`src/pkg/ocd_defines.svh`:
```
// Purpose: Offsets, field positions, reset values and timing counts
// Assumes: 50 MHz clock, 10 ms detection time base
// Notes: Times in registers are in units of the 10 ms time base
`ifndef OCD_DEFINES_SVH
`define OCD_DEFINES_SVH
// ==========================================================
// Timing
`define OCD_CLK_NS 20
`define OCD_TICK_NS 10000000
`define OCD_TICK_CYCLES (`OCD_TICK_NS / `OCD_CLK_NS)
`define OCD_RESP_NS 100000000
`define OCD_RESP_TICKS (`OCD_RESP_NS / `OCD_TICK_NS)
`define OCD_ZC_MIN_NS 100000000
`define OCD_ZC_MIN_TICKS (`OCD_ZC_MIN_NS / `OCD_TICK_NS)
// ==========================================================
// Register byte offsets
`define OCD_OFS_OC_LEVEL 8'h00
`define OCD_OFS_OC_DELAY 8'h04
`define OCD_OFS_ZC_LEVEL 8'h08
`define OCD_OFS_ZC_TIME 8'h0c
`define OCD_OFS_OC_RETAIN 8'h10
`define OCD_OFS_OC_ACTION 8'h14
`define OCD_OFS_TERM_A 8'h18
`define OCD_OFS_TERM_B 8'h1c
`define OCD_OFS_STATUS 8'h20
`define OCD_OFS_IRQ_STAT 8'h24
`define OCD_OFS_IRQ_MASK 8'h28
`define OCD_OFS_CTRL 8'h2c
// ==========================================================
// Reset values
`define OCD_RST_OC_LEVEL 8'h96
`define OCD_RST_OC_DELAY 14'h0000
`define OCD_RST_ZC_LEVEL 8'h05
`define OCD_RST_ZC_TIME 14'h0032
`define OCD_RST_OC_RETAIN 14'h000a
`define OCD_RST_TERM 8'h00
// ==========================================================
// Codes and fields
`define OCD_RETAIN_HOLD 14'h270f
`define OCD_CODE_OC_POS 8'h0c
`define OCD_CODE_OC_NEG 8'h70
`define OCD_CODE_ZC_POS 8'h0d
`define OCD_CODE_ZC_NEG 8'h71
`define OCD_FAULT_CODE 8'h01
`define OCD_BIT_OC 0
`define OCD_BIT_ZC 1
`define OCD_BIT_FAULT 2
`define OCD_BIT_ACTIVE 3
`define OCD_FAULT_CODE_LSB 8
`endif

```
`src/pkg/ocd_pkg.sv`:
```
// Purpose: Types of the output current detector
// Assumes: Constants come from ocd_defines.svh
// Notes: None
package ocd_pkg;
    typedef logic [7:0] ocd_pct_t;
    typedef logic [13:0] ocd_time_t;
    // Overcurrent flag holding modes
    typedef enum logic [1:0] {OC_OFF, OC_TIMED, OC_TO_START, OC_TO_RESET} ocd_oc_st_t;
endpackage

```
`src/hw/ocd_top.sv`:
```
// Purpose: Output current detector with overcurrent and zero-current flags
// Assumes: Current sample in percent of rated current, synchronous to aclk
// Notes: AXI4-Lite register slave, one level interrupt output
// Functional notes
// - Compare current with overcurrent level, default 150%
// - Overcurrent flag after level exceeded past delay
// - Overcurrent flag held for retention time
// - Hold code keeps flag until next start
// - Action one trips and records fault
// - After trip, hold code keeps flag till reset
// - Action change applies only while flag off
// - Overcurrent drives terminal on codes 12/112
// - Compare current with zero level, default 5%
// - Zero flag after current low past time
// - Zero flag held about 0.1 s minimum
// - Zero flag drives terminal on codes 13/113
// - Zero level of zero disables detection
// - Detection stays active during auto-tuning
// - Flags respond with about 0.1 s latency
`timescale 1ns/10ps
`include "ocd_defines.svh"
module ocd_top #(
    parameter int unsigned TICK_CYCLES = `OCD_TICK_CYCLES
) (
    // Clock and reset
    input wire logic aclk,
    input wire logic aresetn,
    // AXI4-Lite write address and data
    input wire logic [7:0] s_axi_awaddr,
    input wire logic s_axi_awvalid,
    output logic s_axi_awready,
    input wire logic [31:0] s_axi_wdata,
    input wire logic [3:0] s_axi_wstrb,
    input wire logic s_axi_wvalid,
    output logic s_axi_wready,
    // AXI4-Lite write response
    output logic [1:0] s_axi_bresp,
    output logic s_axi_bvalid,
    input wire logic s_axi_bready,
    // AXI4-Lite read
    input wire logic [7:0] s_axi_araddr,
    input wire logic s_axi_arvalid,
    output logic s_axi_arready,
    output logic [31:0] s_axi_rdata,
    output logic [1:0] s_axi_rresp,
    output logic s_axi_rvalid,
    input wire logic s_axi_rready,
    // Drive state
    input wire ocd_pkg::ocd_pct_t current_pct,
    input wire logic running,
    input wire logic tuning,
    input wire logic start_cmd,
    // Outputs to equipment and system
    output logic terminal_a,
    output logic terminal_b,
    output logic trip,
    output logic irq
);
    import ocd_pkg::*;

    // ==========================================================
    // Registers
    ocd_pct_t oc_level_q, oc_level_d; // Overcurrent level, percent
    ocd_time_t oc_delay_q, oc_delay_d; // Overcurrent delay, ticks
    ocd_pct_t zc_level_q, zc_level_d; // Zero-current level, percent
    ocd_time_t zc_time_q, zc_time_d; // Zero-current time, ticks
    ocd_time_t oc_retain_q, oc_retain_d; // Retention, ticks or hold code
    logic action_q, action_d; // Written action selector
    logic [7:0] term_a_q, term_a_d; // Function code, terminal A
    logic [7:0] term_b_q, term_b_d; // Function code, terminal B
    logic [2:0] irq_stat_q, irq_stat_d; // Sticky events
    logic [2:0] irq_mask_q, irq_mask_d; // Event enables
    // Bus handshake state
    logic aw_have_q, aw_have_d;
    logic w_have_q, w_have_d;
    logic [7:0] waddr_q, waddr_d;
    logic [31:0] wdata_q, wdata_d;
    logic [3:0] wstrb_q, wstrb_d;
    logic bvalid_q, bvalid_d;
    logic [1:0] bresp_q, bresp_d;
    logic rvalid_q, rvalid_d;
    logic [1:0] rresp_q, rresp_d;
    logic [31:0] rdata_q, rdata_d;
    // Detection state
    logic [19:0] tick_cnt_q, tick_cnt_d; // Time base divider
    logic [3:0] resp_cnt_q, resp_cnt_d; // Sample period, in ticks
    ocd_pct_t samp_q, samp_d; // Current seen by the detectors
    logic samp_act_q, samp_act_d; // Activity seen by the detectors
    ocd_time_t oc_cnt_q, oc_cnt_d; // Time above level
    ocd_time_t oc_ret_q, oc_ret_d; // Retention remaining
    ocd_oc_st_t oc_st_q, oc_st_d; // Overcurrent flag mode
    logic act_eff_q, act_eff_d; // Action selector in force
    logic fault_q, fault_d; // Recorded trip
    ocd_time_t zc_cnt_q, zc_cnt_d; // Time below level
    logic [3:0] zc_min_q, zc_min_d; // Minimum hold remaining
    logic zc_flag_q, zc_flag_d;
    logic term_a_o_q, term_a_o_d;
    logic term_b_o_q, term_b_o_d;

    // Combinational helpers
    logic tick;
    logic wr_fire;
    logic rd_fire;
    logic fault_clr;
    logic oc_flag;
    logic active;
    logic above;
    logic below;
    logic [2:0] events;
    logic [2:0] oc_ev; // Events of the overcurrent detector
    logic zc_rise; // Zero-current flag turned on

    // ==========================================================
    // Byte-lane merge for register writes
    function automatic logic [31:0] merge(input logic [31:0] old,
        input logic [31:0] nw, input logic [3:0] strb);
        logic [31:0] r;
        r = old;
        for (int i = 0; i < 4; i++)
        begin
            if (strb[i])
            begin
                r[i*8 +: 8] = nw[i*8 +: 8];
            end
        end
        return r;
    endfunction

    // Terminal level for one function code
    function automatic logic term_out(input logic [7:0] code,
        input logic ocf, input logic zcf);
        logic r;
        r = 1'b0;
        if (code == `OCD_CODE_OC_POS)
        begin
            r = ocf;
        end
        else if (code == `OCD_CODE_OC_NEG)
        begin
            r = !ocf;
        end
        else if (code == `OCD_CODE_ZC_POS)
        begin
            r = zcf;
        end
        else if (code == `OCD_CODE_ZC_NEG)
        begin
            r = !zcf;
        end
        return r;
    endfunction

    // ==========================================================
    // Bus slave
    // Write address and data are taken in either order, then one response
    assign s_axi_awready = !aw_have_q && !bvalid_q;
    assign s_axi_wready = !w_have_q && !bvalid_q;
    assign s_axi_arready = !rvalid_q;
    assign s_axi_bvalid = bvalid_q;
    assign s_axi_bresp = bresp_q;
    assign s_axi_rvalid = rvalid_q;
    assign s_axi_rresp = rresp_q;
    assign s_axi_rdata = rdata_q;
    assign wr_fire = aw_have_q && w_have_q && !bvalid_q;
    assign rd_fire = s_axi_arvalid && !rvalid_q;
    assign oc_flag = (oc_st_q != OC_OFF);

    // Write path, register file and read path
    always_comb
    begin
        logic [31:0] m;
        logic hit;
        m = merge(32'h0000_0000, wdata_q, wstrb_q);
        hit = 1'b1;
        aw_have_d = aw_have_q;
        w_have_d = w_have_q;
        waddr_d = waddr_q;
        wdata_d = wdata_q;
        wstrb_d = wstrb_q;
        bvalid_d = bvalid_q;
        bresp_d = bresp_q;
        rvalid_d = rvalid_q;
        rresp_d = rresp_q;
        rdata_d = rdata_q;
        oc_level_d = oc_level_q;
        oc_delay_d = oc_delay_q;
        zc_level_d = zc_level_q;
        zc_time_d = zc_time_q;
        oc_retain_d = oc_retain_q;
        action_d = action_q;
        term_a_d = term_a_q;
        term_b_d = term_b_q;
        irq_mask_d = irq_mask_q;
        fault_clr = 1'b0;
        // Events set their bit even in the cycle software clears it
        irq_stat_d = irq_stat_q | events;
        if (s_axi_awvalid && s_axi_awready)
        begin
            aw_have_d = 1'b1;
            waddr_d = s_axi_awaddr;
        end
        if (s_axi_wvalid && s_axi_wready)
        begin
            w_have_d = 1'b1;
            wdata_d = s_axi_wdata;
            wstrb_d = s_axi_wstrb;
        end
        if (wr_fire)
        begin
            aw_have_d = 1'b0;
            w_have_d = 1'b0;
            bvalid_d = 1'b1;
            // Partial strobes merge into the stored value
            unique case (waddr_q)
                `OCD_OFS_OC_LEVEL: oc_level_d = 8'(merge({24'h0, oc_level_q}, wdata_q, wstrb_q));
                `OCD_OFS_OC_DELAY: oc_delay_d = 14'(merge({18'h0, oc_delay_q}, wdata_q, wstrb_q));
                `OCD_OFS_ZC_LEVEL: zc_level_d = 8'(merge({24'h0, zc_level_q}, wdata_q, wstrb_q));
                `OCD_OFS_ZC_TIME: zc_time_d = 14'(merge({18'h0, zc_time_q}, wdata_q, wstrb_q));
                `OCD_OFS_OC_RETAIN: oc_retain_d =
                    14'(merge({18'h0, oc_retain_q}, wdata_q, wstrb_q));
                `OCD_OFS_OC_ACTION: action_d = wstrb_q[0] ? wdata_q[0] : action_q;
                `OCD_OFS_TERM_A: term_a_d = wstrb_q[0] ? wdata_q[7:0] : term_a_q;
                `OCD_OFS_TERM_B: term_b_d = wstrb_q[0] ? wdata_q[7:0] : term_b_q;
                `OCD_OFS_STATUS: hit = 1'b1; // Read-only, write ignored
                `OCD_OFS_IRQ_STAT: irq_stat_d = (irq_stat_q & ~m[2:0]) | events;
                `OCD_OFS_IRQ_MASK: irq_mask_d = wstrb_q[0] ? wdata_q[2:0] : irq_mask_q;
                `OCD_OFS_CTRL: fault_clr = m[0]; // Drive reset of held state
                default: hit = 1'b0;
            endcase
            bresp_d = hit ? 2'b00 : 2'b10;
        end
        else if (bvalid_q && s_axi_bready)
        begin
            bvalid_d = 1'b0;
        end
        if (rd_fire)
        begin
            rvalid_d = 1'b1;
            rresp_d = 2'b00;
            unique case (s_axi_araddr)
                `OCD_OFS_OC_LEVEL: rdata_d = {24'h0, oc_level_q};
                `OCD_OFS_OC_DELAY: rdata_d = {18'h0, oc_delay_q};
                `OCD_OFS_ZC_LEVEL: rdata_d = {24'h0, zc_level_q};
                `OCD_OFS_ZC_TIME: rdata_d = {18'h0, zc_time_q};
                `OCD_OFS_OC_RETAIN: rdata_d = {18'h0, oc_retain_q};
                `OCD_OFS_OC_ACTION: rdata_d = {31'h0, action_q};
                `OCD_OFS_TERM_A: rdata_d = {24'h0, term_a_q};
                `OCD_OFS_TERM_B: rdata_d = {24'h0, term_b_q};
                `OCD_OFS_STATUS: rdata_d = {16'h0,
                    (fault_q ? `OCD_FAULT_CODE : 8'h00),
                    4'h0, samp_act_q, fault_q, zc_flag_q, oc_flag};
                `OCD_OFS_IRQ_STAT: rdata_d = {29'h0, irq_stat_q};
                `OCD_OFS_IRQ_MASK: rdata_d = {29'h0, irq_mask_q};
                `OCD_OFS_CTRL: rdata_d = 32'h0000_0000;
                default:
                begin
                    rdata_d = 32'h0000_0000;
                    rresp_d = 2'b10;
                end
            endcase
        end
        else if (rvalid_q && s_axi_rready)
        begin
            rvalid_d = 1'b0;
        end
    end

    // ==========================================================
    // Time base and sampling
    // Detectors look at a sample refreshed every 100 ms, which sets
    // the response latency; a faster sample would chatter the brake relay
    assign tick = (tick_cnt_q == 20'(TICK_CYCLES - 1));
    // Auto-tuning counts as running for both detectors
    assign active = samp_act_q;
    assign above = active && (samp_q > oc_level_q);
    assign below = active && (zc_level_q != 8'h00)
        && (samp_q < zc_level_q);

    always_comb
    begin
        tick_cnt_d = tick ? 20'h00000 : tick_cnt_q + 20'h00001;
        resp_cnt_d = resp_cnt_q;
        samp_d = samp_q;
        samp_act_d = samp_act_q;
        if (tick)
        begin
            if (resp_cnt_q == 4'(`OCD_RESP_TICKS - 1))
            begin
                resp_cnt_d = 4'h0;
                samp_d = current_pct;
                samp_act_d = running || tuning;
            end
            else
            begin
                resp_cnt_d = resp_cnt_q + 4'h1;
            end
        end
    end

    // ==========================================================
    // Overcurrent detector
    always_comb
    begin
        oc_cnt_d = oc_cnt_q;
        oc_ret_d = oc_ret_q;
        oc_st_d = oc_st_q;
        act_eff_d = act_eff_q;
        fault_d = fault_q;
        oc_ev = 3'b000;
        // Selector is taken over only while the flag is off
        if (oc_st_q == OC_OFF)
        begin
            act_eff_d = action_q;
        end
        if (!above)
        begin
            oc_cnt_d = 14'h0000;
        end
        // Drive reset goes first, so a trip in the same cycle still wins
        if (fault_clr)
        begin
            fault_d = 1'b0;
            oc_st_d = OC_OFF;
            oc_cnt_d = 14'h0000;
        end
        unique case (oc_st_q)
            OC_OFF:
            begin
                if (tick && above)
                begin
                    if (oc_cnt_q >= oc_delay_q)
                    begin
                        oc_cnt_d = 14'h0000;
                        oc_ret_d = oc_retain_q;
                        oc_ev[`OCD_BIT_OC] = 1'b1;
                        if (act_eff_q)
                        begin
                            fault_d = 1'b1;
                            oc_ev[`OCD_BIT_FAULT] = 1'b1;
                        end
                        if (oc_retain_q == `OCD_RETAIN_HOLD)
                        begin
                            oc_st_d = act_eff_q ? OC_TO_RESET : OC_TO_START;
                        end
                        else
                        begin
                            oc_st_d = OC_TIMED;
                        end
                    end
                    else
                    begin
                        oc_cnt_d = oc_cnt_q + 14'h0001;
                    end
                end
            end
            OC_TIMED:
            begin
                if (oc_ret_q == 14'h0000)
                begin
                    oc_st_d = OC_OFF;
                end
                else if (tick)
                begin
                    oc_ret_d = oc_ret_q - 14'h0001;
                end
            end
            OC_TO_START:
            begin
                if (start_cmd)
                begin
                    oc_st_d = OC_OFF;
                end
            end
            OC_TO_RESET:
            begin
                if (fault_clr)
                begin
                    oc_st_d = OC_OFF;
                end
            end
        endcase
    end

    // ==========================================================
    // Zero-current detector and terminals
    always_comb
    begin
        zc_cnt_d = zc_cnt_q;
        zc_min_d = zc_min_q;
        zc_flag_d = zc_flag_q;
        if (!below)
        begin
            zc_cnt_d = 14'h0000;
        end
        if (tick)
        begin
            if (!zc_flag_q && below)
            begin
                if (zc_cnt_q >= zc_time_q)
                begin
                    zc_flag_d = 1'b1;
                    zc_min_d = 4'(`OCD_ZC_MIN_TICKS);
                end
                else
                begin
                    zc_cnt_d = zc_cnt_q + 14'h0001;
                end
            end
            else if (zc_flag_q)
            begin
                if (zc_min_q != 4'h0)
                begin
                    zc_min_d = zc_min_q - 4'h1;
                end
                else if (!below)
                begin
                    zc_flag_d = 1'b0;
                end
            end
        end
        // Rising edge of the flag feeds the sticky event bit
        zc_rise = zc_flag_d && !zc_flag_q;
        term_a_o_d = term_out(term_a_q, oc_flag, zc_flag_q);
        term_b_o_d = term_out(term_b_q, oc_flag, zc_flag_q);
    end

    assign terminal_a = term_a_o_q;
    assign terminal_b = term_b_o_q;
    assign trip = fault_q;
    // Events of both detectors, one driver per bit
    assign events = oc_ev | {1'b0, zc_rise, 1'b0};
    assign irq = |(irq_stat_q & irq_mask_q);

    // ==========================================================
    // State registers
    always_ff @(posedge aclk)
    begin
        if (!aresetn)
        begin
            oc_level_q <= `OCD_RST_OC_LEVEL;
            oc_delay_q <= `OCD_RST_OC_DELAY;
            zc_level_q <= `OCD_RST_ZC_LEVEL;
            zc_time_q <= `OCD_RST_ZC_TIME;
            oc_retain_q <= `OCD_RST_OC_RETAIN;
            action_q <= 1'b0;
            term_a_q <= `OCD_RST_TERM;
            term_b_q <= `OCD_RST_TERM;
            irq_stat_q <= 3'h0;
            irq_mask_q <= 3'h0;
            aw_have_q <= 1'b0;
            w_have_q <= 1'b0;
            waddr_q <= 8'h00;
            wdata_q <= 32'h0000_0000;
            wstrb_q <= 4'h0;
            bvalid_q <= 1'b0;
            bresp_q <= 2'b00;
            rvalid_q <= 1'b0;
            rresp_q <= 2'b00;
            rdata_q <= 32'h0000_0000;
            tick_cnt_q <= 20'h00000;
            resp_cnt_q <= 4'h0;
            samp_q <= 8'h00;
            samp_act_q <= 1'b0;
            oc_cnt_q <= 14'h0000;
            oc_ret_q <= 14'h0000;
            oc_st_q <= OC_OFF;
            act_eff_q <= 1'b0;
            fault_q <= 1'b0;
            zc_cnt_q <= 14'h0000;
            zc_min_q <= 4'h0;
            zc_flag_q <= 1'b0;
            term_a_o_q <= 1'b0;
            term_b_o_q <= 1'b0;
        end
        else
        begin
            oc_level_q <= oc_level_d;
            oc_delay_q <= oc_delay_d;
            zc_level_q <= zc_level_d;
            zc_time_q <= zc_time_d;
            oc_retain_q <= oc_retain_d;
            action_q <= action_d;
            term_a_q <= term_a_d;
            term_b_q <= term_b_d;
            irq_stat_q <= irq_stat_d;
            irq_mask_q <= irq_mask_d;
            aw_have_q <= aw_have_d;
            w_have_q <= w_have_d;
            waddr_q <= waddr_d;
            wdata_q <= wdata_d;
            wstrb_q <= wstrb_d;
            bvalid_q <= bvalid_d;
            bresp_q <= bresp_d;
            rvalid_q <= rvalid_d;
            rresp_q <= rresp_d;
            rdata_q <= rdata_d;
            tick_cnt_q <= tick_cnt_d;
            resp_cnt_q <= resp_cnt_d;
            samp_q <= samp_d;
            samp_act_q <= samp_act_d;
            oc_cnt_q <= oc_cnt_d;
            oc_ret_q <= oc_ret_d;
            oc_st_q <= oc_st_d;
            act_eff_q <= act_eff_d;
            fault_q <= fault_d;
            zc_cnt_q <= zc_cnt_d;
            zc_min_q <= zc_min_d;
            zc_flag_q <= zc_flag_d;
            term_a_o_q <= term_a_o_d;
            term_b_o_q <= term_b_o_d;
        end
    end
endmodule

```
`config.mk`:
```
export PLATFORM = sky130hd
export DESIGN_NAME = ocd_top
export DESIGN_NICKNAME = d
export VERILOG_FILES = /design/src/pkg/ocd_pkg.sv /design/src/hw/ocd_top.sv
export VERILOG_INCLUDE_DIRS = /design/src /design/src/pkg
export SDC_FILE = /design/constraint.sdc
export NUM_CORES = 1
export LEC_CHECK = 0
export ABC_AREA = 1
export CAP_MARGIN = 20
export CORE_MARGIN = 2
export CORE_UTILIZATION = 50
export CTS_CLUSTER_SIZE = 20
export DETAILED_ROUTE_END_ITERATION = 12
export DONT_BUFFER_PORTS = 1
export MAX_ROUTING_LAYER = met4
export SLEW_MARGIN = 20
export SYNTH_ARGS = -nofsm -noshare
export SYNTH_HDL_FRONTEND = slang
export SYNTH_SLANG_ARGS = --single-unit
export TNS_END_PERCENT = 30
```
`constraint.sdc`:
```
create_clock -name aclk -period 4.5 [get_ports aclk]
set_input_delay 0.45 -clock aclk [delete_from_list [all_inputs] [get_ports aclk]]
set_output_delay 0.45 -clock aclk [all_outputs]
set_load 0.05 [all_outputs]
```
# Yosys cells after proc, flatten, opt, wreduce, memory -nomap -nowiden
# Index checks and enable logic that the tools add are counted.
[classes] addsub=6 multipliers=0 n_div=0 n_lt_le_gt_ge=4 eq_ne=41 n_shift=0 n_mux=69 bitwise_logic=7 reduce_logical=54
[ops] cell="$mux 14" n=13
[ops] cell="$pmux 14 s11" n=1
[ops] cell="$eq 8x4->1 const B" n=8
[ops] cell="$eq 8x5->1 const B" n=8
[ops] cell="$eq 8x6->1 const B" n=8
[ops] cell="$mux 1" n=36
[ops] cell="$reduce_and 3->1" n=12
[ops] cell="$eq 8x7->1 const B" n=4
[ops] cell="$add 14x1->14 const B" n=2
[ops] cell="$ge 14x14->1" n=2
[ops] cell="$pmux 14 s2" n=1
[ops] cell="$reduce_or 12->1" n=2
[ops] cell="$add 20x1->20 const B" n=1
[ops] cell="$eq 20x19->1 const B" n=1
[ops] cell="$mux 4" n=5
[ops] cell="$mux 2" n=9
[ops] cell="$eq 8x3->1 const B" n=2
[ops] cell="$logic_not 8->1" n=2
[ops] cell="$logic_and 1x1->1" n=15
[ops] cell="$eq 14x14->1 const B" n=1
[ops] cell="$logic_not 14->1" n=1
[ops] cell="$sub 14x1->14 const B" n=1
[ops] cell="$reduce_bool 2->1" n=6
[ops] cell="$mux 3" n=3
[ops] cell="other kinds (25)" n=37
[totals] ff_bits=231 latch_bits=0 mem_bits_rw=0 romBits=0 out_inout_bits=45 word_cells=218 memories=0

# Logic depth before layout (Yosys ltp)
# Gate-level depths: netlist of the first run.
[logic_depth] ltp_word=13 ltp_mapped=16 ltp_nobuf=15

# Worst setup path before layout of the first run
# No wires, ideal clock.
[synth_path] kind="flip-flop to flip-flop" start="reg bvalid_q (netlist: s_axi_bvalid)" end="reg wdata_q[6]" t_arrival_ns=1.990 required_ns=4.372 setup_slack_ns=2.381 stages_incl_launch_ff=6 cell_sequence="dfxtp_1 -> nor2_1 -> nand2_1 -> clkbuf_1 -> o21ai_0 -> a21oi_1"
[synth_via] elab_chain_len=3
[synth_rtl] element="start, declared" line="ocd_top.sv:79" rtl="logic bvalid_q, bvalid_d;"
[synth_rtl] element="start signal, assigned" line="ocd_top.sv:492" rtl="bvalid_q <= bvalid_d;"
[synth_rtl] element="$logic_not 1->1" line="ocd_top.sv:157" rtl="assign s_axi_wready = !w_have_q && !bvalid_q;"
[synth_rtl] element="$logic_and 1x1->1" line="ocd_top.sv:157"
[synth_rtl] element="net s_axi_wready" line="ocd_top.sv:35" rtl="output logic s_axi_wready,"
[synth_rtl] element="$logic_and 1x1->1" line="ocd_top.sv:202" rtl="if (s_axi_wvalid && s_axi_wready)"
[synth_rtl] element="end signal, assigned" line="ocd_top.sv:490" rtl="wdata_q <= wdata_d;"
[synth_rtl] element="end, declared" line="ocd_top.sv:77" rtl="logic [31:0] wdata_q, wdata_d;"
# The timed path passes the listed nets, and every way through them passes these cells.
# A chain may end at the register's enable or synchronous reset.

# Worst setup path after layout of the first run
[layout_path] start="reg tick_cnt_q[0]" end="reg zc_cnt_q[13]"
[layout_via] elab_chain_len=2
[layout_rtl] element="start, declared" line="ocd_top.sv:85" rtl="logic [19:0] tick_cnt_q, tick_cnt_d;"
[layout_rtl] element="start signal, assigned" line="ocd_top.sv:497" rtl="tick_cnt_q <= tick_cnt_d;"
[layout_rtl] element="$eq 20x19->1" line="ocd_top.sv:272" rtl="assign tick = (tick_cnt_q == 20'(TICK_CYCLES - 1));"
[layout_rtl] element="$mux 14" line="ocd_top.sv:395" rtl="if (tick)"
[layout_rtl] element="end signal, assigned" line="ocd_top.sv:506" rtl="zc_cnt_q <= zc_cnt_d;"
[layout_rtl] element="end, declared" line="ocd_top.sv:94" rtl="ocd_time_t zc_cnt_q, zc_cnt_d;"
# No other way between the ends.

==> results of run 1 <==
[flip-flops by register name, indices dropped and copies added, names as in the netlist, 2 cells and up]
register and flops:
tick_cnt_q 20, oc_cnt_q 14, oc_delay_q 14, oc_ret_q 14, oc_retain_q 14, s_axi_rdata 14
wdata_q 14, zc_cnt_q 14, zc_time_q 14, oc_level_q 8, samp_q 8, term_a_q 8
term_b_q 8, waddr_q 8, zc_level_q 8, resp_cnt_q 4, zc_min_q 4, irq_mask_q 3
irq_stat_q 3, oc_st_q 2, wstrb_q 2
[placed cells by master (no fill, tap or decap), types with 21 or more instances in the layout]
cell,synthesis,layout
sky130_fd_sc_hd__a21oi_1,182,182
sky130_fd_sc_hd__o21ai_0,144,144
sky130_fd_sc_hd__nand2_1,298,298
sky130_fd_sc_hd__clkbuf_16,0,25
sky130_fd_sc_hd__nor3_1,40,40
sky130_fd_sc_hd__nand4_1,21,21
sky130_fd_sc_hd__dfxtp_1,211,211
sky130_fd_sc_hd__ha_1,48,48
sky130_fd_sc_hd__nor2_1,210,210
sky130_fd_sc_hd__nand3_1,92,92
sky130_fd_sc_hd__inv_1,198,197
[through the flow]
step	cell area, µm²	std cells
floorplan	11200	1639
global placement	11200	1857
detailed placement	11200	1857
CTS	12000	1900
global route	12000	1900
finish	12000	1900
[routing by layer]
| metal | GRT usage (%) | up-vias |
|---|---|---|
| met4 | 7.36 | 0 |
| li1 | - | 5268 |
| met5 | - | - |
| met1 | 37.0 | 4657 |
| met2 | 44.1 | 255 |
| met3 | 3.69 | 49 |
[cells in the mapped netlist (2+ instances only)]
cell type,n
sky130_fd_sc_hd__a211oi_1,3
sky130_fd_sc_hd__a21oi_1,182
sky130_fd_sc_hd__a31oi_1,3
sky130_fd_sc_hd__buf_1,2
sky130_fd_sc_hd__buf_2,7
sky130_fd_sc_hd__buf_4,20
sky130_fd_sc_hd__buf_6,2
sky130_fd_sc_hd__clkbuf_1,35
sky130_fd_sc_hd__clkinv_1,2
sky130_fd_sc_hd__dfxtp_1,211
sky130_fd_sc_hd__ha_1,48
sky130_fd_sc_hd__inv_1,198
sky130_fd_sc_hd__inv_2,7
sky130_fd_sc_hd__nand2_1,298
sky130_fd_sc_hd__nand2_4,3
sky130_fd_sc_hd__nand3_1,92
sky130_fd_sc_hd__nand4_1,21
sky130_fd_sc_hd__nor2_1,210
sky130_fd_sc_hd__nor2_8,2
sky130_fd_sc_hd__nor3_1,40
sky130_fd_sc_hd__nor3_2,4
sky130_fd_sc_hd__nor3b_1,2
sky130_fd_sc_hd__nor4_1,5
sky130_fd_sc_hd__o211ai_1,12
sky130_fd_sc_hd__o21a_1,2
sky130_fd_sc_hd__o21ai_0,144
sky130_fd_sc_hd__o221ai_1,3
sky130_fd_sc_hd__o22ai_1,17
sky130_fd_sc_hd__o31ai_1,4
sky130_fd_sc_hd__or2_2,4
sky130_fd_sc_hd__xnor2_1,7
sky130_fd_sc_hd__xor2_1,17
[layout make-up]
type	instances	area [µm²]
Multi-Input combinational cell	1155	5810
Tap cell	280	350
Fill cell	2205	9850
Inverter	207	777
Sequential cell	211	4220
Clock inverter	8	61.3
Timing Repair Buffer	4	30.0
Clock buffer	35	723
[power by group through the flow]
stage / logic [W] / clock network (W) / registers, W
finish: 0.000194 / 0.00193 / 0.00194
CTS: 0.000193 / 0.00197 / 0.00194
global placement: 0.000191 / 0 / 0.00198
detailed placement: 0.000193 / 0 / 0.00198
floorplan: 0.000181 / 0 / 0.00196
global route: 0.000216 / 0.00205 / 0.00194
[final timing paths]
check / start / end / slack (ns) / cells after the start
setup / recovery: tick_cnt_q[0] / zc_cnt_q[13] / 1.63 / 11
hold / removal: aresetn / oc_level_q[7] / 0.04 / 1
setup reg to reg: tick_cnt_q[0] / zc_cnt_q[13] / 1.63 / 11
hold reg to reg: tick_cnt_q[0] / tick_cnt_q[0] / 0.44 / 1
[cell families (layout without fill, tap and decap cells)]
family,after synthesis,count (layout),share of synthesized area [%]
AO/OA/AOI/OAI,373,373,17.7
XOR/XNOR,24,24,1.90
adder cells (fa/ha/maj),48,48,5.42
buffers and inverters,273,254,10.1
flip-flops,211,211,38.1
multiplexers,1,1,0.0903
other,1,20,0.0338
AND/OR/NAND/NOR,689,689,26.6
==> results_dict.tcl, run 1 <==
set metrics [dict create \
    power.clock.fraction_pct 47.6 \
    port_buffers 0 \
    switchingPower_w 0.00101 \
    routed.top_layer "met4" \
    most_numerous_cell_on_the_critical_path "sky130_fd_sc_hd__nor2_1" \
    pwr_density_mw_per_mm2 339 \
    critical_path.max_fanout 13 \
    worst_clock_skew_ns 0.0189 \
    grt_pass1_wl_mm 50.3 \
    fmax_mhz 348 \
    post_synth_inst_count 1620 \
    crit_type "flop to flop" \
    hold_path_class "primary input to flop" \
    worst_path_max_delay_cell "sky130_fd_sc_hd__nor2_1" \
    insertion_delay_ns 0.54 \
    wire_per_inst_um 16.8 \
    critPathRequiredTime_ns 4.97 \
    timing_worst_slew_pin_value_ns 1.05 \
    fp.coreArea_mm2 0.0218 \
    cp_max_stage_delay_ns 0.62 \
    outcome "finished clean" \
    drv_cap 0 \
    final.setup.tns_ns 0 \
    yosys_register_bits 211 \
    cp.buffers_inverters 2 \
    root_buffer "sky130_fd_sc_hd__clkbuf_16" \
    unrepaired_setup_endpoints_after_global_routing "no" \
    vdd_drop_max_mv 0.302 \
    hpwl_detailed_mm 23.9 \
    drt_first_pass_iters 5 \
    wl_met1_mm 14.7 \
    cts_sinks 211 \
    end_kind "flop" \
    clock_slew_seen_by_the_registers_of_the_worst_setup_and_hold_paths_ns 0.06 \
    slew_violations 0 \
    vias_per_cell 5.38 \
    globalRouteTotalUtil_pct 27.6 \
    worst_setup_path_start_kind "flop" \
    max-clock-path-buffers 3 \
    initial_utilization_pct 50.8 \
    routed-wl-met2_mm 14.6 \
    ys.warnings.count 0 \
    place_worst_setup_slack_ns 1.63 \
    yosysTopAreaCell "sky130_fd_sc_hd__dfxtp_1" \
    detailedRoute.firstIterationViolations 746 \
    cts_htree_levels 1 \
    die_y_um 153 \
    timing.max_slew.rel_slack_pct 30.0 \
    report.power.total_w 0.00407 \
    min_period_over_period_pct 63.8 \
    fin_crit_ns 2.87 \
    cts_post_setup_buffers_inserted 0 \
    die_x_um 153 \
    internal-power_w 0.00306 \
    die_area_mm2 0.0234 \
    synth.avg_cell_area_um2 6.84 \
    grt_overflow 0 \
    crit_chain "ha_1 > nand3_1 > nor2_1 > nand3_1 > nor2_1 > inv_2 > nor2_1 > nand2_1 > inv_2 > nand2_1 > a21oi_1" \
    drc_errors 0 \
    boundaryPins 115 \
    share_of_async_settable_or_async_resettable_flops_after_synthesis_pct 0 \
    share_of_layout_cells_above_drive_strength_1_pct 4.20 \
    timing.hold.ws_ns 0.0440 \
    synth_sequential_area_ratio_pct 38.1 \
    num-nets-final 1722 \
    timing.final.setup_violations 0 \
    comb_power_share_pct 4.8 \
    synth.cell_area_mm2 0.0111 \
    worstPathArrival_ns 3.34 \
    vias 10200 \
    grt_pass1_vias 9297 \
    ys_types 45 \
    layout.core_utilization_pct 54.9 \
    standard_cell_rows 54 \
    final-hold-violation-count 0 \
    setup_ws_ns 1.63 \
    area_added_between_synthesis_and_finish_pct 8.02 \
    finalWeightedCongestion 0.995 \
    holdBufCountCts 0 \
    antenna_cells 0 \
    power.switching_fraction_pct 24.7 \
    synth-main-ff-cell "sky130_fd_sc_hd__dfxtp_1" \
    ant_nets 0 \
    grt_max_degree 138 \
    synth_edf_count 0 \
    cts_tree "built" \
    cts-buffers-inserted 25 \
    postRouteWirelength_mm 31.8 \
    critPathTopFamily "simple AND/OR/NAND/NOR gates" \
    met3_length_mm 1.71 \
    netlist_top_cells_area "sky130_fd_sc_hd__dfxtp_1 38%, sky130_fd_sc_hd__nand2_1 10%, sky130_fd_sc_hd__a21oi_1 8.2%, sky130_fd_sc_hd__nor2_1 7.1%, sky130_fd_sc_hd__inv_1 6.7%" \
    power.sequential.fraction_pct 47.7 \
    cts_repair_resize_count 0 \
    antenna_found_initial 0 \
    netlist.area_leader.share_pct 38.1 \
    total_leakage_power_nw 4.97 \
]
(Power assumes the default switching activity.)
==> run 2: changes to the inputs <==
--- a/config.mk
+++ b/config.mk
@@ -6,7 +6,7 @@
 export SDC_FILE = /design/constraint.sdc
 export NUM_CORES = 1
 export LEC_CHECK = 0
-export ABC_AREA = 1
+export ABC_AREA = 0
 export CAP_MARGIN = 20
 export CORE_MARGIN = 2
 export CORE_UTILIZATION = 50
@@ -14,6 +14,7 @@
 export DETAILED_ROUTE_END_ITERATION = 12
 export DONT_BUFFER_PORTS = 1
 export MAX_ROUTING_LAYER = met4
+export PLACE_DENSITY = 0.68
 export SLEW_MARGIN = 20
 export SYNTH_ARGS = -nofsm -noshare
 export SYNTH_HDL_FRONTEND = slang
==> constraint.sdc (replaced) <==
create_clock -name aclk -period 2.5 [get_ports aclk]
set_input_delay 0.25 -clock aclk [delete_from_list [all_inputs] [get_ports aclk]]
set_output_delay 0.25 -clock aclk [all_outputs]
set_load 0.05 [all_outputs]
==> run 2 against run 1 <==
Net effect: combinational power grew 110%; sequential cell count is the same; critical path depth shrank 2; clock skew grew 0.0041 ns; non-clock buffer count grew 106; critical endpoint is now zc_min_q[2]; clock-buffer cell count shrank 6; total power grew 86%.
==> results_dict.tcl, run 2 <==
set metrics [dict create \
    outcome "finished clean" \
    max-clock-path-buffers 3 \
    cp_max_stage_delay_ns 0.37 \
    ys_top_cells_by_count "211 x sky130_fd_sc_hd__dfxtp_1, 207 x sky130_fd_sc_hd__nand2_1, 145 x sky130_fd_sc_hd__a21oi_1" \
    antenna_cells 0 \
    fmax_mhz 409 \
    max_reg_flops 20 \
    min_period_over_period_pct 97.9 \
    vias_per_cell 5.80 \
    hpwl_detailed_mm 21.0 \
    met3_length_mm 2.24 \
    most_numerous_cell_on_the_critical_path "sky130_fd_sc_hd__nand4_1" \
    pwr_density_mw_per_mm2 603 \
    timing_worst_slew_pin_value_ns 0.657 \
    critPathRequiredTime_ns 2.90 \
    worst_hold_path.num_cells 2 \
    synth.cell_area_mm2 0.0107 \
    total_leakage_power_nw 4.87 \
    fp.coreArea_mm2 0.0210 \
    synth_sequential_area_ratio_pct 39.6 \
    ant_nets 0 \
    post_synth_inst_count 1339 \
    boundaryPins 115 \
    die_x_um 150 \
    wire_per_inst_um 17.5 \
    slew_violations 0 \
    synth-main-ff-cell "sky130_fd_sc_hd__dfxtp_1" \
    detailedRoute.firstIterationViolations 678 \
    die_y_um 150 \
    end_kind "flop" \
    wl_met1_mm 13.6 \
    synth_edf_count 0 \
    routed.top_layer "met4" \
    port_buffers 0 \
    netlist_top_cells_area "sky130_fd_sc_hd__dfxtp_1 40%, sky130_fd_sc_hd__nand2_1 7.3%, sky130_fd_sc_hd__a21oi_1 6.8%, sky130_fd_sc_hd__ha_1 5.6%, sky130_fd_sc_hd__mux2i_1 4.2%" \
    crit_chain "inv_1 > ha_1 > nand4_1 > nor4_1 > a2bb2oi_2 > buf_4 > nand2_1 > nand4_1 > and3_1" \
    worst_clock_skew_ns 0.0230 \
    netlist.area_leader.share_pct 39.6 \
    hold_path.startpoint "s_axi_araddr[2]" \
    hold_path_class "primary input to flop" \
    die_area_mm2 0.0225 \
    most_frequent_standard_cell_in_the_layout_excluding_fill_and_tap_cells "sky130_fd_sc_hd__dfxtp_1" \
    crit_reg_reg_startpoint "zc_time_q[13]" \
    grt_overflow 0 \
    critical_path.max_fanout 5 \
    final-hold-violation-count 0 \
    standard_cell_rows 53 \
    grt_max_degree 59 \
    drv_cap 0 \
    dp.cells 1609 \
    crit-reg2reg-capture "zc_min_q[2]" \
    cts_htree_levels 1 \
    routed-wl-met2_mm 13.3 \
    dpl_cell_area_mm2 0.0112 \
    initial_utilization_pct 50.8 \
    share_of_layout_cells_above_drive_strength_1_pct 9.97 \
    finalWeightedCongestion 0.957 \
    cts-buffers-inserted 24 \
    finalInstanceArea_mm2 0.0126 \
    yosys.cell_count.top_type "sky130_fd_sc_hd__dfxtp_1" \
    root_buffer "sky130_fd_sc_hd__clkbuf_16" \
    grt_pass1_wl_mm 46.7 \
    mostFrequentLayoutCells "208 x sky130_fd_sc_hd__dfxtp_1, 207 x sky130_fd_sc_hd__nand2_1, 144 x sky130_fd_sc_hd__a21oi_1" \
    area_added_between_synthesis_and_finish_pct 17.8 \
    yosysTopAreaCell "sky130_fd_sc_hd__dfxtp_1" \
    crit_type "flop to flop" \
    register_containing_the_most_flip_flops_in_the_final_layout "tick_cnt_q" \
    antenna_found_initial 0 \
    clock_slew_seen_by_the_registers_of_the_worst_setup_and_hold_paths_ns 0.06 \
    worstPathArrival_ns 2.85 \
    synth.avg_cell_area_um2 7.97 \
    share_of_async_settable_or_async_resettable_flops_after_synthesis_pct 0 \
    ys.warnings.count 0 \
    seq_area_mm2 0.00423 \
    drt_first_pass_iters 5 \
    fin_crit_ns 2.45 \
    cts_tree "built" \
    insertion_delay_ns 0.53 \
    drc_errors 0 \
    multi_input_gate_area_in_the_final_layout_mm2 0.00595 \
    r2r.worst_path.cells 9 \
    unrepaired_setup_endpoints_after_global_routing "no" \
    postRouteWirelength_mm 29.7 \
    ys_types 73 \
    timing.final.setup_violations 0 \
    vias 9852 \
    worst_path_max_delay_cell "sky130_fd_sc_hd__dfxtp_1" \
    grt_pass1_vias 8904 \
    timing.max_slew.rel_slack_pct 56.1 \
    yosys_register_bits 211 \
    num-nets-final 1526 \
    vdd_drop_max_mv 0.542 \
    cts_sinks 211 \
    n_fill_cell 1938 \
    globalRouteTotalUtil_pct 26.8 \
    layoutNonFillerInstCount 1699 \
    final.setup.tns_ns 0 \
    worst_setup_path_start_kind "flop" \
    timing.hold.worst_endpoint "s_axi_rdata[2]" \
    worst_case_register_to_register_setup_slack_ns 0.05 \
]
run 2: cell types whose count changed in the layout (fill, tap and decap cells not counted), sizes merged, moves of 43 or more:
cell	previous run	this run
buf	4	66
dlygate4sd3	0	43
inv	207	63
mux2i	1	45
nand2	302	207
nor2	214	112
o21ai	144	53
run 2: area by class of cell:
type	count	share of cell area (%)
Multi-Input combinational cell	999	47.3
Sequential cell	211	33.6
Timing Repair Buffer	110	7.97
Clock buffer	29	5.16
Tap cell	275	2.74
Inverter	62	1.87
Clock inverter	13	1.28
run 2: what timing repair did:
action	CTS	global route
hold buffers	44	0
setup buffers	0	2
hold endpoints to repair	62	0
gates resized for setup	0	22
setup endpoints to repair	0	33
run 2: how the worst max path moves through the flow:
stage | startpoint | end | slack, ns | cells after the start
floorplan | oc_delay_q[13] | oc_cnt_q[9] | 0.08 | 11
global placement | zc_time_q[7] | zc_cnt_q[13] | 0.08 | 9
detailed placement | zc_time_q[3] | zc_cnt_q[13] | 0.03 | 8
CTS | zc_time_q[3] | zc_cnt_q[13] | 0.0001 | 8
global route | zc_time_q[13] | zc_min_q[2] | 0.0006 | 9
finish | zc_time_q[13] | zc_min_q[2] | 0.05 | 9
run 2: stage by stage:
stage               setup slack, ns  utilization (%)  power, W  hold WS (ns)
floorplan                    0.0755                -   0.00390         0.349
global placement             0.0771             53.3   0.00397         0.339
detailed placement           0.0324             53.3   0.00398         0.341
CTS                        0.000121             59.2   0.00763       0.00403
global route               0.000595             59.8   0.00782        0.0657
finish                       0.0536             59.8   0.00758        0.0316
run 2: worst max-delay path: cells and delay by family, from the launching register on:
family	cells	cell delay [ns]
buf+inv	2	0.22
flops	1	0.37
simple gates	5	1.27
compound gates	1	0.15
fa+ha+maj	1	0.29
run 2: per-layer routing:
layer  track usage, %  up-vias
li1                 -     4839
met2             41.2      357
met4             6.32        0
met5                -        -
met1             37.0     4619
met3             4.52       37
run 2: logic make-up (layout without fill, tap and decap cells):
| kind of cell | after synthesis | in the layout | share of synthesized area, % |
|---|---|---|---|
| simple gates | 565 | 566 | 25.4 |
| compound gates | 292 | 292 | 16.6 |
| flops | 211 | 211 | 39.6 |
| buf+inv | 149 | 214 | 6.09 |
| fa+ha+maj | 48 | 48 | 5.63 |
| mux | 47 | 47 | 4.54 |
| xor+xnor | 26 | 26 | 2.13 |
| other cells | 1 | 20 | 0.0351 |
run 2: report_power, final:
part / internal [W] / switching [W]
logic: 0.000132 / 0.000282
registers: 0.00342 / 0.000141
clock network: 0.00217 / 0.00144
total: 0.00571 / 0.00187
==> run 3: changes to the inputs <==
--- a/config.mk
+++ b/config.mk
@@ -7,7 +7,7 @@
 export NUM_CORES = 1
 export LEC_CHECK = 0
 export ABC_AREA = 0
-export CAP_MARGIN = 20
+export CORE_ASPECT_RATIO = 1.1
 export CORE_MARGIN = 2
 export CORE_UTILIZATION = 50
 export CTS_CLUSTER_SIZE = 20
==> run 3 against run 2 <==
Net effect: clock power fell by 3%; non-clock buffer count did not move; critical endpoint is now oc_ret_q[2]; clock-buffer cell count rose by 5; clock skew fell by 0.0032 ns; first-iteration DRC count rose by 32%; global-route usage rose by 0.089 points; register-to-register slack improved by 0.03 ns; combinational power barely moved; final area fell by 0.57%.
==> results_dict.tcl, run 3 (synthesized netlist as in run 2, its figures left out) <==
set metrics [dict create \
    outcome "finished clean" \
    fp.coreArea_mm2 0.0212 \
    drt_first_pass_iters 7 \
    cts_tree "built" \
    drc_errors 0 \
    grt_pass1_wl_mm 47.2 \
    port_buffers 0 \
    worst_setup_path_start_kind "flop" \
    power.switching_fraction_pct 24.7 \
    worst_hold_path.num_cells 2 \
    antenna_cells 0 \
    total_leakage_power_nw 4.80 \
    clock_slew_seen_by_the_registers_of_the_worst_setup_and_hold_paths_ns 0.06 \
    timing.max_slew.rel_slack_pct 26.4 \
    worstPathArrival_ns 2.80 \
    grt_max_degree 54 \
    hold_path.startpoint "s_axi_araddr[2]" \
    area_added_between_synthesis_and_finish_pct 17.1 \
    hold_path_class "primary input to flop" \
    most_frequent_standard_cell_in_the_layout_excluding_fill_and_tap_cells "sky130_fd_sc_hd__dfxtp_1" \
    worst_clock_skew_ns 0.0198 \
    mostFrequentLayoutCells "210 x sky130_fd_sc_hd__dfxtp_1, 207 x sky130_fd_sc_hd__nand2_1, 145 x sky130_fd_sc_hd__a21oi_1" \
    initial_utilization_pct 50.5 \
    critical_path.startpoint "oc_ret_q[1]" \
    share_of_layout_cells_above_drive_strength_1_pct 9.42 \
    register_containing_the_most_flip_flops_in_the_final_layout "tick_cnt_q" \
    slew_violations 0 \
    power.clock.fraction_pct 46.8 \
    pwr_density_mw_per_mm2 597 \
    insertion_delay_ns 0.53 \
    internal-power_w 0.00561 \
    finalWeightedCongestion 0.934 \
    min_period_over_period_pct 96.8 \
    num-nets-final 1525 \
    fin_crit_ns 2.42 \
    die_y_um 157 \
    max_reg_flops 20 \
    ant_nets 0 \
    critical_path.max_fanout 14 \
    drv_cap 0 \
    root_buffer "sky130_fd_sc_hd__clkbuf_16" \
    postRouteWirelength_mm 29.6 \
    critPathRequiredTime_ns 2.88 \
    detailedRoute.firstIterationViolations 896 \
    hpwl_detailed_mm 21.1 \
    grt_pass1_vias 9098 \
    cts_post_setup_buffers_inserted 0 \
    die_x_um 143 \
    comb_power_share_pct 5.5 \
    vdd_drop_max_mv 0.501 \
    cts-buffers-inserted 24 \
    crit_reg_reg_startpoint "oc_ret_q[1]" \
    switchingPower_w 0.00184 \
    timing.final.setup_violations 0 \
    antenna_found_initial 1 \
    vias 9829 \
    fmax_mhz 413 \
    crit_type "flop to flop" \
    wire_per_inst_um 17.3 \
    die_area_mm2 0.0225 \
    boundaryPins 115 \
    max-clock-path-buffers 3 \
    dpl_cell_area_mm2 0.0112 \
    r2r.worst_path.cells 9 \
    grt_overflow 0 \
    timing.hold.ws_ns 0.0259 \
    power.sequential.fraction_pct 47.7 \
    report.power.total_w 0.00746 \
    timing_worst_slew_pin_value_ns 1.10 \
    final-hold-violation-count 0 \
    end_kind "flop" \
    cts_sinks 211 \
    vias_per_cell 5.74 \
    cts_htree_levels 1 \
    globalRouteTotalUtil_pct 26.9 \
    standard_cell_rows 56 \
    finalInstanceArea_mm2 0.0125 \
]
==> run 3: cell count changes in the layout (fill, tap and decap cells not counted), moves of 2 or more <==
cell and delta:
sky130_fd_sc_hd__buf_4 +5, sky130_fd_sc_hd__clkbuf_8 +4, sky130_fd_sc_hd__buf_12 -2, sky130_fd_sc_hd__bufinv_16 -2, sky130_fd_sc_hd__dfxtp_1 +2, sky130_fd_sc_hd__dfxtp_2 -2, sky130_fd_sc_hd__inv_1 +2, sky130_fd_sc_hd__inv_2 -2
==> run 3: path summary, 6_finish.rpt <==
| path | end | slack (ns) |
|---|---|---|
| max | oc_ret_q[2] | 0.08 |
| min | s_axi_rdata[2] | 0.03 |
| max reg2reg | oc_ret_q[2] | 0.08 |
| min reg2reg | oc_level_q[6] | 0.46 |
==> run 3: metrics by stage <==
| step | cells | setup WS [ns] | util [%] | setup TNS [ns] |
|---|---|---|---|---|
| 5_1_grt | 1713 | -0.0328 | 59.1 | -0.181 |
| 2_1_floorplan | 1358 | 0.0755 | - | 0 |
| 4_1_cts | 1713 | 0.00761 | 58.8 | 0 |
| 3_5_place_dp | 1628 | 0.0172 | 53.0 | 0 |
| 6_report | 1713 | 0.0803 | 59.1 | 0 |
| 3_3_place_gp | 1628 | 0.0617 | 53.0 | 0 |
==> run 3: layout make-up <==
cell class                 count  area (µm²)
fill                        1936        8660
clock inverter                 8        78.8
clock buffer                  34         708
multi-input combinational    998        5930
inverter                      62         235
timing repair buffer         110         958
tap                          290         363
sequential                   211        4230
==> run 3: per-layer routing <==
layer | vias up | share of wire [%] | wire length [µm] | track usage, %
met3 | 46 | 7.3 | 2170 | 4.05
met5 | - | 0 | 0 | -
met4 | 0 | 2.3 | 694 | 7.24
met2 | 356 | 46 | 13700 | 42.8
met1 | 4611 | 44 | 13100 | 35.8
li1 | 4816 | - | - | -
==> run 3: repair_timing <==
item                                   in CTS  in global routing
setup endpoints to repair                   5                 38
hold buffers                               43                  0
pin swaps                                   1                  2
gates resized for setup                     1                 12
endpoints found under the hold margin      62                  0
==> run 3: power groups by stage <==
stage | Clock (W) | Combinational, W | Sequential, W
2_1_floorplan | 0 | 0.000320 | 0.00358
3_3_place_gp | 0 | 0.000339 | 0.00363
3_5_place_dp | 0 | 0.000342 | 0.00363
4_1_cts | 0.00354 | 0.000407 | 0.00356
5_1_grt | 0.00368 | 0.000448 | 0.00356
6_report | 0.00349 | 0.000411 | 0.00356
==> run 3: worst max-delay path, stage by stage, from the launching register on <==
cell,delay (ns)
sky130_fd_sc_hd__dfxtp_1,0.34
sky130_fd_sc_hd__inv_1,0.10
sky130_fd_sc_hd__ha_4,0.15
sky130_fd_sc_hd__or4b_4,0.49
sky130_fd_sc_hd__nand2b_4,0.20
sky130_fd_sc_hd__o311a_4,0.38
sky130_fd_sc_hd__a31oi_4,0.17
sky130_fd_sc_hd__buf_12,0.17
sky130_fd_sc_hd__mux2i_1,0.19
sky130_fd_sc_hd__a21oi_1,0.09
